## src/sacc_pkg.sv

```systemverilog
// Purpose: constants for the converter conversion control block
// Assumes: 25 MHz system clock, plain register port
// Notes:   register offsets are word indices on the register port
//
// Behaviour
// - converter runs only while conv_enable is one, else shutdown
// - positive selector: port inputs, temp sensor, supply; negative: ports, vref, ground
// - ground as negative input means single-ended, anything else differential
// - single-ended result is 10-bit unsigned
// - unsigned results have unused bits zero in both justifications
// - differential result is 10-bit two's complement
// - right-justified differential: upper high-byte bits repeat the sign
// - left-justified differential: unused low bits read zero
// - result sits in high and low bytes, justified by left_justify_sel
// - conversion clock is system clock divided by divider field plus one
// - start source chosen by start_mode_sel among six sources
// - timer 2/3: low byte overflow in 8-bit, high byte in 16-bit mode
// - conv_busy is one throughout a conversion, zero when done
// - falling edge of busy sets conv_done_flag and raises interrupt if enabled (a shutdown abort drops busy without setting the flag)
// - result bytes hold the data whenever conv_done_flag reads one
// - normal track mode tracks continuously except during conversion
// - low-power track mode tracks 3 conversion clocks after each start
// - low-power with pin source: track while pin low; rising edge starts 3 more track clocks, then convert
// - tracking may be disabled while the chip is in standby or sleep
// - write of one to busy starts only when start mode is 000b
// - start codes 001 and 010 select timer 0 and timer 2 overflow
package sacc_pkg;
    // register indices on the plain port
    localparam logic [2:0] SACC_REG_CTRL   = 3'h0;  // conv_control_reg
    localparam logic [2:0] SACC_REG_CFG    = 3'h1;  // conv_config_reg
    localparam logic [2:0] SACC_REG_POS    = 3'h2;  // pos_input_select
    localparam logic [2:0] SACC_REG_NEG    = 3'h3;  // neg_input_select
    localparam logic [2:0] SACC_REG_RES_HI = 3'h4;  // result_high_byte
    localparam logic [2:0] SACC_REG_RES_LO = 3'h5;  // result_low_byte
    localparam logic [2:0] SACC_REG_IEN    = 3'h6;  // interrupt enable and timer modes
    // control register fields
    localparam int SACC_CTRL_EN     = 7;
    localparam int SACC_CTRL_TM     = 6;
    localparam int SACC_CTRL_DONE   = 5;
    localparam int SACC_CTRL_BUSY   = 4;
    localparam int SACC_CTRL_WIN    = 3;
    localparam int SACC_CTRL_CM_LSB = 0;
    // config register fields
    localparam int SACC_CFG_SC_LSB  = 3;
    localparam int SACC_CFG_LJST    = 2;
    // extra register fields
    localparam int SACC_IEN_IRQ     = 0;
    localparam int SACC_IEN_T2_16   = 1;
    localparam int SACC_IEN_T3_16   = 2;
    // reset values
    localparam logic [7:0] SACC_CTRL_RST = 8'h00;
    localparam logic [7:0] SACC_CFG_RST  = 8'hf8;
    localparam logic [4:0] SACC_SEL_RST  = 5'h00;
    // input selector codes
    localparam logic [4:0] SACC_POS_TEMP = 5'h1e;
    localparam logic [4:0] SACC_POS_VDD  = 5'h1f;
    localparam logic [4:0] SACC_NEG_VREF = 5'h1e;
    localparam logic [4:0] SACC_NEG_GND  = 5'h1f;
    localparam logic [4:0] SACC_PORT_MAX = 5'h14;
    // start-of-conversion modes
    typedef enum logic [2:0] {
        SACC_CM_SW   = 3'h0,
        SACC_CM_T0   = 3'h1,
        SACC_CM_T2   = 3'h2,
        SACC_CM_T1   = 3'h3,
        SACC_CM_PIN  = 3'h4,
        SACC_CM_T3   = 3'h5,
        SACC_CM_RSV6 = 3'h6,
        SACC_CM_RSV7 = 3'h7
    } sacc_cm_t;
    // timing
    localparam int          SACC_TRACK_CLKS = 3;
    localparam logic [1:0]  SACC_TRACK_LAST = 2'(SACC_TRACK_CLKS - 1);
    localparam int          SACC_RES_BITS   = 10;
    localparam logic [3:0]  SACC_CONV_CLKS  = 4'hb;  // 10 bit steps plus one settle
    localparam int          SACC_MAX_KSPS   = 200;
endpackage : sacc_pkg

```

## src/sacc_ctrl.sv

```systemverilog
// Purpose: conversion control for a 10-bit successive-approximation converter
// Assumes: analog core returns a comparator bit per conversion-clock step
// Notes:   triggers from timers arrive as same-clock one-cycle pulses
//
// Implementation choices: the register offsets and the plain strobed port.
`timescale 1ns/10ps
`default_nettype none
module sacc_ctrl
    import sacc_pkg::*;
(
    // clock and reset
    input  wire logic       mclk_i,
    input  wire logic       rst_i,
    // register port
    input  wire logic [2:0] addr_i,
    input  wire logic [7:0] wdata_i,
    input  wire logic       wr_i,
    input  wire logic       rd_i,
    output logic      [7:0] rdata_o,
    // start sources
    input  wire logic       t0_ovf_i,
    input  wire logic       t1_ovf_i,
    input  wire logic       t2_lo_ovf_i,
    input  wire logic       t2_hi_ovf_i,
    input  wire logic       t3_lo_ovf_i,
    input  wire logic       t3_hi_ovf_i,
    input  wire logic       ext_conv_start_pin_i,
    input  wire logic       chip_standby_i,
    // analog core
    input  wire logic       cmp_i,
    output logic            analog_on_o,
    output logic            track_o,
    output logic            single_ended_o,
    output logic      [4:0] pos_sel_o,
    output logic      [4:0] neg_sel_o,
    output logic      [9:0] dac_code_o,
    output logic            sar_clk_en_o,
    // status
    output logic            conv_busy_o,
    output logic            conv_done_o,
    output logic            irq_o
);
    typedef enum logic [1:0] {
        SACC_IDLE  = 2'b00,
        SACC_TRACK = 2'b01,
        SACC_CONV  = 2'b11
    } sacc_st_t;

    typedef struct packed {
        logic [7:0] ctrl;
        logic [7:0] cfg;
        logic [4:0] pos;
        logic [4:0] neg;
        logic [2:0] ien;
        logic [7:0] res_hi;
        logic [7:0] res_lo;
        logic [7:0] rdata;
        logic [4:0] div;
        logic       sar_en;
        sacc_st_t   st;
        logic [1:0] trk;
        logic [3:0] step;
        logic [9:0] sar;
        logic       pin_s1;
        logic       pin_s2;
        logic       pin_s3;
    } sacc_state_t;

    sacc_state_t s_reg;
    sacc_state_t s_next;

    logic     en;
    logic     lp_track;
    logic     ljst;
    logic     diff;
    logic     pin_rise;
    logic     trig;
    logic     start;
    logic     busy;
    logic     fin;
    logic     done_set;
    logic     done_clr;
    logic [9:0] code;
    sacc_cm_t cm;

    // decoded control fields
    assign en       = s_reg.ctrl[SACC_CTRL_EN];
    assign lp_track = s_reg.ctrl[SACC_CTRL_TM];
    assign ljst     = s_reg.cfg[SACC_CFG_LJST];
    assign cm       = sacc_cm_t'(s_reg.ctrl[SACC_CTRL_CM_LSB +: 3]);
    assign diff     = (s_reg.neg != SACC_NEG_GND);
    assign pin_rise = s_reg.pin_s2 & ~s_reg.pin_s3;
    assign busy     = (s_reg.st != SACC_IDLE);

    // start source select
    always_comb begin
        trig = 1'b0;
        unique case (cm)
            SACC_CM_SW:  trig = wr_i && addr_i == SACC_REG_CTRL
                                && wdata_i[SACC_CTRL_BUSY];
            SACC_CM_T0:  trig = t0_ovf_i;
            SACC_CM_T2:  trig = s_reg.ien[SACC_IEN_T2_16] ? t2_hi_ovf_i
                                                          : t2_lo_ovf_i;
            SACC_CM_T1:  trig = t1_ovf_i;
            SACC_CM_PIN: trig = pin_rise;
            SACC_CM_T3:  trig = s_reg.ien[SACC_IEN_T3_16] ? t3_hi_ovf_i
                                                          : t3_lo_ovf_i;
            SACC_CM_RSV6,
            SACC_CM_RSV7: trig = 1'b0;
        endcase
    end
    // a trigger during a conversion is dropped, not queued
    assign start = en && trig && !busy;

    // last bit decided on a conversion-clock tick ends the conversion
    assign fin      = (s_reg.st == SACC_CONV) && s_reg.sar_en
                      && (s_reg.step == SACC_CONV_CLKS - 4'h1);
    assign done_set = fin;
    assign done_clr = wr_i && addr_i == SACC_REG_CTRL && !wdata_i[SACC_CTRL_DONE];

    // final code: differential flips msb back to two's complement
    always_comb begin
        code = s_reg.sar;
        if (!cmp_i) begin
            code = s_reg.sar & ~(10'h200 >> (s_reg.step - 4'h1)); // last trial is bit 0
        end
        if (diff) begin
            code = code ^ 10'h200;
        end
    end

    // next-state logic
    always_comb begin
        s_next        = s_reg;
        s_next.pin_s1 = ext_conv_start_pin_i;
        s_next.pin_s2 = s_reg.pin_s1;
        s_next.pin_s3 = s_reg.pin_s2;
        s_next.rdata  = 8'h00;

        // conversion clock divider, runs only when enabled
        s_next.sar_en = 1'b0;
        if (!en) begin
            s_next.div = 5'h00;
        end else if (s_reg.div == s_reg.cfg[SACC_CFG_SC_LSB +: 5]) begin
            s_next.div    = 5'h00;
            s_next.sar_en = 1'b1;
        end else begin
            s_next.div = s_reg.div + 5'h01;
        end

        // register writes
        if (wr_i) begin
            unique case (addr_i)
                SACC_REG_CTRL: begin
                    // busy is hardware-owned; done is clear-only
                    s_next.ctrl[7:6] = wdata_i[7:6];
                    s_next.ctrl[3:0] = wdata_i[3:0];
                end
                SACC_REG_CFG: s_next.cfg = {wdata_i[7:2], 2'b00};
                SACC_REG_POS: s_next.pos = wdata_i[4:0];
                SACC_REG_NEG: s_next.neg = wdata_i[4:0];
                SACC_REG_IEN: s_next.ien = wdata_i[2:0];
                default: ;
            endcase
        end
        // set wins over a clear in the same cycle
        if (done_clr) begin
            s_next.ctrl[SACC_CTRL_DONE] = 1'b0;
        end
        if (done_set) begin
            s_next.ctrl[SACC_CTRL_DONE] = 1'b1;
        end

        // conversion sequence
        unique case (s_reg.st)
            SACC_IDLE: begin
                if (start) begin
                    s_next.trk  = 2'h0;
                    s_next.step = 4'h0;
                    s_next.sar  = 10'h000;
                    s_next.st   = lp_track ? SACC_TRACK : SACC_CONV;
                end
            end
            SACC_TRACK: begin
                if (s_reg.sar_en) begin
                    if (s_reg.trk == SACC_TRACK_LAST) begin
                        s_next.st = SACC_CONV;
                    end else begin
                        s_next.trk = s_reg.trk + 2'h1;
                    end
                end
            end
            SACC_CONV: begin
                if (s_reg.sar_en) begin
                    if (fin) begin
                        s_next.st = SACC_IDLE;
                        // results written with the done flag, so they agree
                        if (ljst) begin
                            s_next.res_hi = code[9:2];
                            s_next.res_lo = {code[1:0], 6'h00};
                        end else begin
                            s_next.res_hi = {{6{diff & code[9]}}, code[9:8]};
                            s_next.res_lo = code[7:0];
                        end
                    end else begin
                        if (s_reg.step != 4'h0) begin
                            s_next.sar = cmp_i ? s_reg.sar
                                               : s_reg.sar & ~(10'h200 >> (s_reg.step - 4'h1));
                        end
                        s_next.sar  = s_next.sar | (10'h200 >> s_reg.step);
                        s_next.step = s_reg.step + 4'h1;
                    end
                end
            end
            default: s_next.st = SACC_IDLE;
        endcase
        // shutdown aborts any conversion in flight
        if (!en) begin
            s_next.st = SACC_IDLE;
        end

        // read data, one cycle after the strobe
        if (rd_i) begin
            unique case (addr_i)
                SACC_REG_CTRL: s_next.rdata = {s_reg.ctrl[7:5], busy, s_reg.ctrl[3:0]};
                SACC_REG_CFG: s_next.rdata = s_reg.cfg;
                SACC_REG_POS: s_next.rdata = {3'h0, s_reg.pos};
                SACC_REG_NEG: s_next.rdata = {3'h0, s_reg.neg};
                SACC_REG_RES_HI: s_next.rdata = s_reg.res_hi;
                SACC_REG_RES_LO: s_next.rdata = s_reg.res_lo;
                SACC_REG_IEN: s_next.rdata = {5'h00, s_reg.ien};
                default: s_next.rdata = 8'h00;
            endcase
        end
    end

    // state register
    always_ff @(posedge mclk_i) begin
        if (rst_i) begin
            s_reg        <= '0;
            s_reg.ctrl   <= SACC_CTRL_RST;
            s_reg.cfg    <= SACC_CFG_RST;
            s_reg.pos    <= SACC_SEL_RST;
            s_reg.neg    <= SACC_SEL_RST;
            s_reg.st     <= SACC_IDLE;
        end else begin
            s_reg <= s_next;
        end
    end

    // tracking: normal mode tracks unless converting, low-power in track phase or, with pin start, while pin low
    always_comb begin
        track_o = 1'b0;
        if (en && !chip_standby_i) begin
            if (!lp_track) begin
                track_o = (s_reg.st != SACC_CONV);
            end else if (cm == SACC_CM_PIN) begin
                track_o = !s_reg.pin_s2 || s_reg.st == SACC_TRACK;
            end else begin
                track_o = (s_reg.st == SACC_TRACK);
            end
        end
    end

    // outputs
    assign rdata_o        = s_reg.rdata;
    assign analog_on_o    = en;
    assign single_ended_o = !diff;
    assign pos_sel_o      = s_reg.pos;
    assign neg_sel_o      = s_reg.neg;
    assign dac_code_o     = s_reg.sar;
    assign sar_clk_en_o   = s_reg.sar_en;
    assign conv_busy_o    = busy;
    assign conv_done_o    = s_reg.ctrl[SACC_CTRL_DONE];
    assign irq_o          = s_reg.ctrl[SACC_CTRL_DONE] & s_reg.ien[SACC_IEN_IRQ];
endmodule : sacc_ctrl
`default_nettype wire

```

## config.mk

```make
export PLATFORM = sky130hd
export DESIGN_NAME = sacc_ctrl
export DESIGN_NICKNAME = d
export VERILOG_FILES = /design/src/sacc_pkg.sv /design/src/sacc_ctrl.sv
export SDC_FILE = /design/constraint.sdc
export NUM_CORES = 1
export LEC_CHECK = 0
export ABC_CLOCK_PERIOD_IN_PS = 2800
export BUFFER_PORTS_ARGS = -buffer_cell sky130_fd_sc_hd__buf_2
export CAP_MARGIN = 25
export CORE_MARGIN = 2
export CORE_UTILIZATION = 45
export CTS_BUF_LIST = sky130_fd_sc_hd__clkbuf_2
export CTS_CLUSTER_DIAMETER = 30
export DETAILED_ROUTE_END_ITERATION = 12
export GPL_ROUTABILITY_DRIVEN = 0
export PLACE_DENSITY = 0.65
export SLEW_MARGIN = 5
export SYNTH_ARGS = -nofsm -noshare
export SYNTH_HDL_FRONTEND = slang
export SYNTH_SLANG_ARGS = --single-unit
export TNS_END_PERCENT = 10
```

## constraint.sdc

```tcl
create_clock -name mclk_i -period 2.8 [get_ports mclk_i]
set_input_delay 0.28 -clock mclk_i [delete_from_list [all_inputs] [get_ports mclk_i]]
set_output_delay 0.28 -clock mclk_i [all_outputs]
set_load 0.03 [all_outputs]
```

# == Yosys cells after proc, flatten, opt, wreduce, memory -nomap -nowiden ==
# Cells that the tools add are included.
# word_totals
reg_bits,77
inputBits,24
# op_classes
add_sub_neg,4
n_eq_ne,27
n_shift,2
mux,29
n_bitwise,10
reduce_logical,35
# ops
op,n
2-to-1 mux 10 bit,6
case mux 8 bit (7 select lines),1
2-to-1 mux 14 bit,2
case mux 14 bit (2 select lines),1
== test 3 bit (second input constant),7
right shift 10 x 4 -> 10 bit (first input constant),2
2-to-1 mux 18 bit,1
2-to-1 mux 16 bit,1
inequality test 2 bit (second input constant),8
== test 3 x 2 -> 1 bit (second input constant),4
bitwise AND 10 bit,1
2-to-1 mux 2 bit,5
inverter 10 bit,1
bitwise OR 10 bit,1
AND reduction 2 bit,5
logical AND 1 bit,8
2-to-1 mux 1 bit,8
AND reduction 4 bit,2
nonzero test 2 bit,4
case mux 1 bit (7 select lines),1
== test 3 x 1 -> 1 bit (second input constant),2
zero test 3 bit,2
case mux 2 bit (3 select lines),1
OR reduction 2 bit,3
other kinds (20),30

# == Longest topological paths before layout ==
# logic_depth
depth_word,13
depth_mapped,9
mapped_depth_nobuf,9

# == Least setup slack after synthesis ==
# OpenSTA, ideal clock, no wires.
# synth_timing
path_type,register to register
start,register s_reg[13] in the netlist's numbering
end,register s_reg[49] in the netlist's numbering
setup_ns,0.134
t_arrival_ns,2.083
t_required_ns,2.666
slack_ns,0.584
path_stages_with_launch,10
period_less_slack_ns,2.216
cell_sequence,dfxtp_1 inv_1 ha_1 ha_1 nor2b_1 a31o_2 ha_1 nor2b_1 nor2_1 a211oi_1
# synth_via
elab_chain_cells,9
# synth_lines
element,line_no,rtl
start: declaration,sacc_ctrl.sv:69,sacc_state_t s_reg;
start signal: assignment,sacc_ctrl.sv:247,s_reg <= s_next;
subtractor 4 x 1 -> 4 bit,sacc_ctrl.sv:125,code = s_reg.sar & ~(10'h200 >> (s_reg.step - 4'h1));
right shift 10 x 4 -> 10 bit,sacc_ctrl.sv:125,
inverter 10 bit,sacc_ctrl.sv:125,
bitwise AND 10 bit,sacc_ctrl.sv:125,
2-to-1 mux 10 bit,sacc_ctrl.sv:124,if (!cmp_i) begin
inverter 1 bit (no line),n/a,
2-to-1 mux 10 bit,sacc_ctrl.sv:127,if (diff) begin
bitwise AND 1 bit,sacc_ctrl.sv:202,"s_next.res_hi = {{6{diff & code[9]}}, code[9:8]};"
2-to-1 mux 16 bit,sacc_ctrl.sv:198,if (ljst) begin
# Several ways; a longest one is shown, not always the timed one.
# A chain may end at the register's enable or synchronous reset.

# == Worst setup path after layout ==
# layout_timing
start,register s_reg[13] in the netlist's numbering
end,register s_reg[47] in the netlist's numbering
# Same word-level chain as after synthesis.

==> run summary <==
Power and ir drop
- 0.590 — Sequential Power Share
- 0.515 mW — switching power summed over all nets
- 1.82 nW — leakage dissipation
- 434 nW/um^2 — pwr dens
- 1.39 mW — Power Internal
- 0.076 — Logic pwr share
- 194 uV — worst supply voltage drop on vdd
- 0.333 — Clock Power Share
- 0.271 — net switching fraction of the power

Critical path
- reg2reg — path type of the worst setup path
- 3.00 ns — arrival time of the worst setup path
- 9 — CP Depth
- s_reg[13] — CP startpoint
- 1 — Buf+Inv Stages, Crit Path
- flip-flop — CP endpoint kind
- 10 — largest fanout of any net on the critical path
- sky130_fd_sc_hd__ha_1 — cell occurring most often along the worst timing path
- flip-flop — startpoint type of the worst setup path
- 3.20 ns — required arrival time at the worst endpoint
- 9 — depth of the worst register-to-register path
- sky130_fd_sc_hd__dfxtp_1 — cell with the biggest individual delay on the critical path
- 0.57 ns — max incr delay on CP
- adder cells — Crit path max-delay family
- inv_1 > ha_1 > ha_1 > nor2b_1 > a31o_2 > ha_1 > nor2b_1 > nor2_1 > a211oi_1 — CP cell instances
- s_reg[13] — worst flop-to-flop path startpoint

Yosys
- 4050 um^2 — Mapped Area
- sky130_fd_sc_hd__dfxtp_1 — Main synth FF type
- 0 — number of enable flip-flop cells after synthesis
- 51 — number of distinct library cells after synthesis
- 77 — #FFs+latches synth
- 0.380 — post-synth top area share
- 475 — instance count of the mapped netlist
- sky130_fd_sc_hd__dfxtp_1, sky130_fd_sc_hd__mux2i_1, sky130_fd_sc_hd__nor2_1 — leading post-synthesis cells by cell area
- 8.53 um^2 — mean cell area of the mapped netlist
- sky130_fd_sc_hd__dfxtp_1 — count leader, synth
- 0 — share of async-settable or async-resettable flops after synthesis
- sky130_fd_sc_hd__dfxtp_1, sky130_fd_sc_hd__nor2_1, sky130_fd_sc_hd__nand2_1 — commonest cells in the netlist
- sky130_fd_sc_hd__dfxtp_1 — Yosys top cell by area
- 512 — syn nets
- 0.380 — post-synthesis sequential area ratio
- 0 — Yosys Warn Count

Place
- 4180 um^2 — Placed Instance Area
- 7.19 mm — DP Wirelength
- 0.284 ns — post-place setup slack
- 58 — port bufs

Min path
- wdata_i[2] — source of the worst hold timing path
- 3 — Min-Delay Path Depth
- in2reg — Hold Path Class

Job
- 0 — max-capacitance violation count

Drt
- 5 — number of detailed-routing iterations run before antenna repair
- 162 — DRC violation total after the first TritonRoute iteration
- 3415 — via count
- 15.9 um — post-detailed-route wirelength per cell
- 9.79 mm — overall routed net length
- 0 — Antenna Nets Post-Route
- 5.56 — routed via count divided by cell count
- 0 — DR DRC count

Layout
- 538 — layout net count
- 0.503 — final core occ
- 4390 um^2 — Post-Layout Inst Area
- 8.21% — Area growth syn-to-layout
- 858 — fillers
- 0.184 — layout cell share with drive strength beyond 1
- 39 — number of flip-flops under the largest register name
- 0 — total inserted antenna cells

Clock tree
- yes — clock tree from TritonCTS
- 0.54 ns — clock latency on the worst-skew pair
- 2 — maximum root-to-sink buffer count
- 3 — total number of H-tree levels
- 0 — PostCTS Resize Cnt
- 0 — postcts setup bufs
- 8 — # hold bufs at CTS
- 0.23 ns — clock transition at the registers of the reported paths
- 9 — number of buffers created by CTS
- sky130_fd_sc_hd__clkbuf_2 — clock root buffer
- 77 — CTS Sinks

STA
- 0.385 GHz — maximum clock rate
- 0.587 — Max transition margin
- 0 ns — setup TNS
- 2.60 ns — shortest period the worst path allows
- 0 — Max Transition Viols Final
- 0 — count of final setup violators
- 0.0350 ns — setup skew after layout
- 0 — endpoints failing hold
- 0.617 ns — transition at the pin with the smallest max-transition slack
- 0.927 — Final Cycle Share
- no — RSZ-0062 raised after global routing
- 0.204 ns — min setup slack post-route

Die
- 9780 um^2 — area of the die
- 8720 um^2 — total core area
- 59 — I/O Pins
- 98.9 um — overall die height
- 0.465 — initial core utilization
- 34 — row cnt
- 98.9 um — chip width

Global routing
- 47 — maximum number of pins on one net before global-route repair
- 0 — total global routing overflow
- 3348 — vias in the first global route
- 0 — initial antenna violation count
- 0.210 — GRT Total Usage
- 16.5 mm — first-pass GRT wire length

Status
- finished, final reports clean — outcome

[through the flow]
| step | total power [mW] | std cells | hold WS, ns |
|---|---|---|---|
| 6_report | 1.90 | 614 | 0.0346 |
| 3_5_place_dp | 1.28 | 590 | 0.439 |
| 5_1_grt | 1.97 | 614 | 0.0139 |
| 2_1_floorplan | 1.24 | 475 | 0.401 |
| 3_3_place_gp | 1.28 | 590 | 0.421 |
| 4_1_cts | 1.91 | 614 | 0.00303 |
[power groups by stage]
stage	Clock, mW	Combinational, mW	Sequential, mW
floorplan	0	0.100	1.14
global placement	0	0.135	1.14
detailed placement	0	0.136	1.14
CTS	0.646	0.146	1.12
global route	0.682	0.160	1.13
finish	0.634	0.145	1.12
[path summary, 6_finish.rpt]
kind	to	slack, ns
min	ljst	0.03
max	s_reg[47]	0.20
min reg2reg	s_reg[40]	0.47
max reg2reg	s_reg[47]	0.20
[logic make-up (layout without fill, tap and decap cells)]
logic type               after synthesis  in the layout  share of synthesized area
adder cells (fa/ha/maj)               13             13                     0.0401
XOR/XNOR                              10             10                     0.0216
AND/OR/NAND/NOR                      177            177                      0.215
AO/OA/AOI/OAI                         91             91                      0.154
multiplexers                          38             38                     0.0960
flip-flops                            77             77                      0.380
buffers and inverters                 69            100                     0.0932
[layer usage]
metal	routed length, um	vias up	GRT usage	share of wire
li1	-	1696	-	-
met1	4390	1615	0.265	0.45
met2	4810	93	0.355	0.49
met3	445	11	0.0447	0.045
met4	146	0	0.0695	0.015
met5	0	-	0	0
[layout make-up]
class | count | area [um^2] | share of cell area
Sequential cell | 77 | 1540 | 0.351
Tap cell | 108 | 135 | 0.0308
Timing Repair Buffer | 70 | 400 | 0.0913
Clock inverter | 6 | 72.6 | 0.0165
Multi-Input combinational cell | 329 | 2130 | 0.486
Clock buffer | 10 | 50.0 | 0.0114
Inverter | 14 | 52.6 | 0.0120
[cell usage in the layout (no fill, tap or decap), types with 4 or more instances in the layout]
cell type,count
sky130_fd_sc_hd__dfxtp_1,77
sky130_fd_sc_hd__nor2_1,64
sky130_fd_sc_hd__buf_2,58
sky130_fd_sc_hd__nand2_1,36
sky130_fd_sc_hd__mux2i_1,31
sky130_fd_sc_hd__a21oi_1,21
sky130_fd_sc_hd__inv_1,14
sky130_fd_sc_hd__ha_1,13
sky130_fd_sc_hd__nand3_1,12
sky130_fd_sc_hd__nor2b_1,11
sky130_fd_sc_hd__a22oi_1,11
sky130_fd_sc_hd__nor3_1,10
sky130_fd_sc_hd__nand3b_1,10
sky130_fd_sc_hd__a31oi_1,10
sky130_fd_sc_hd__clkbuf_2,10
sky130_fd_sc_hd__o21ai_0,9
sky130_fd_sc_hd__nand2b_1,8
sky130_fd_sc_hd__o32ai_1,8
sky130_fd_sc_hd__a211oi_1,8
sky130_fd_sc_hd__dlygate4sd3_1,8
sky130_fd_sc_hd__mux2_2,7
sky130_fd_sc_hd__o22a_1,6
sky130_fd_sc_hd__and3_1,5
sky130_fd_sc_hd__xnor2_1,5
sky130_fd_sc_hd__xor2_1,5
sky130_fd_sc_hd__buf_4,4
[tightest hold or removal path: stages]
cell                      delay, ns
sky130_fd_sc_hd__buf_2         0.14
sky130_fd_sc_hd__nand2_1       0.06
sky130_fd_sc_hd__a21oi_1       0.05
No activity file was read; power rests on OpenSTA's default activity.
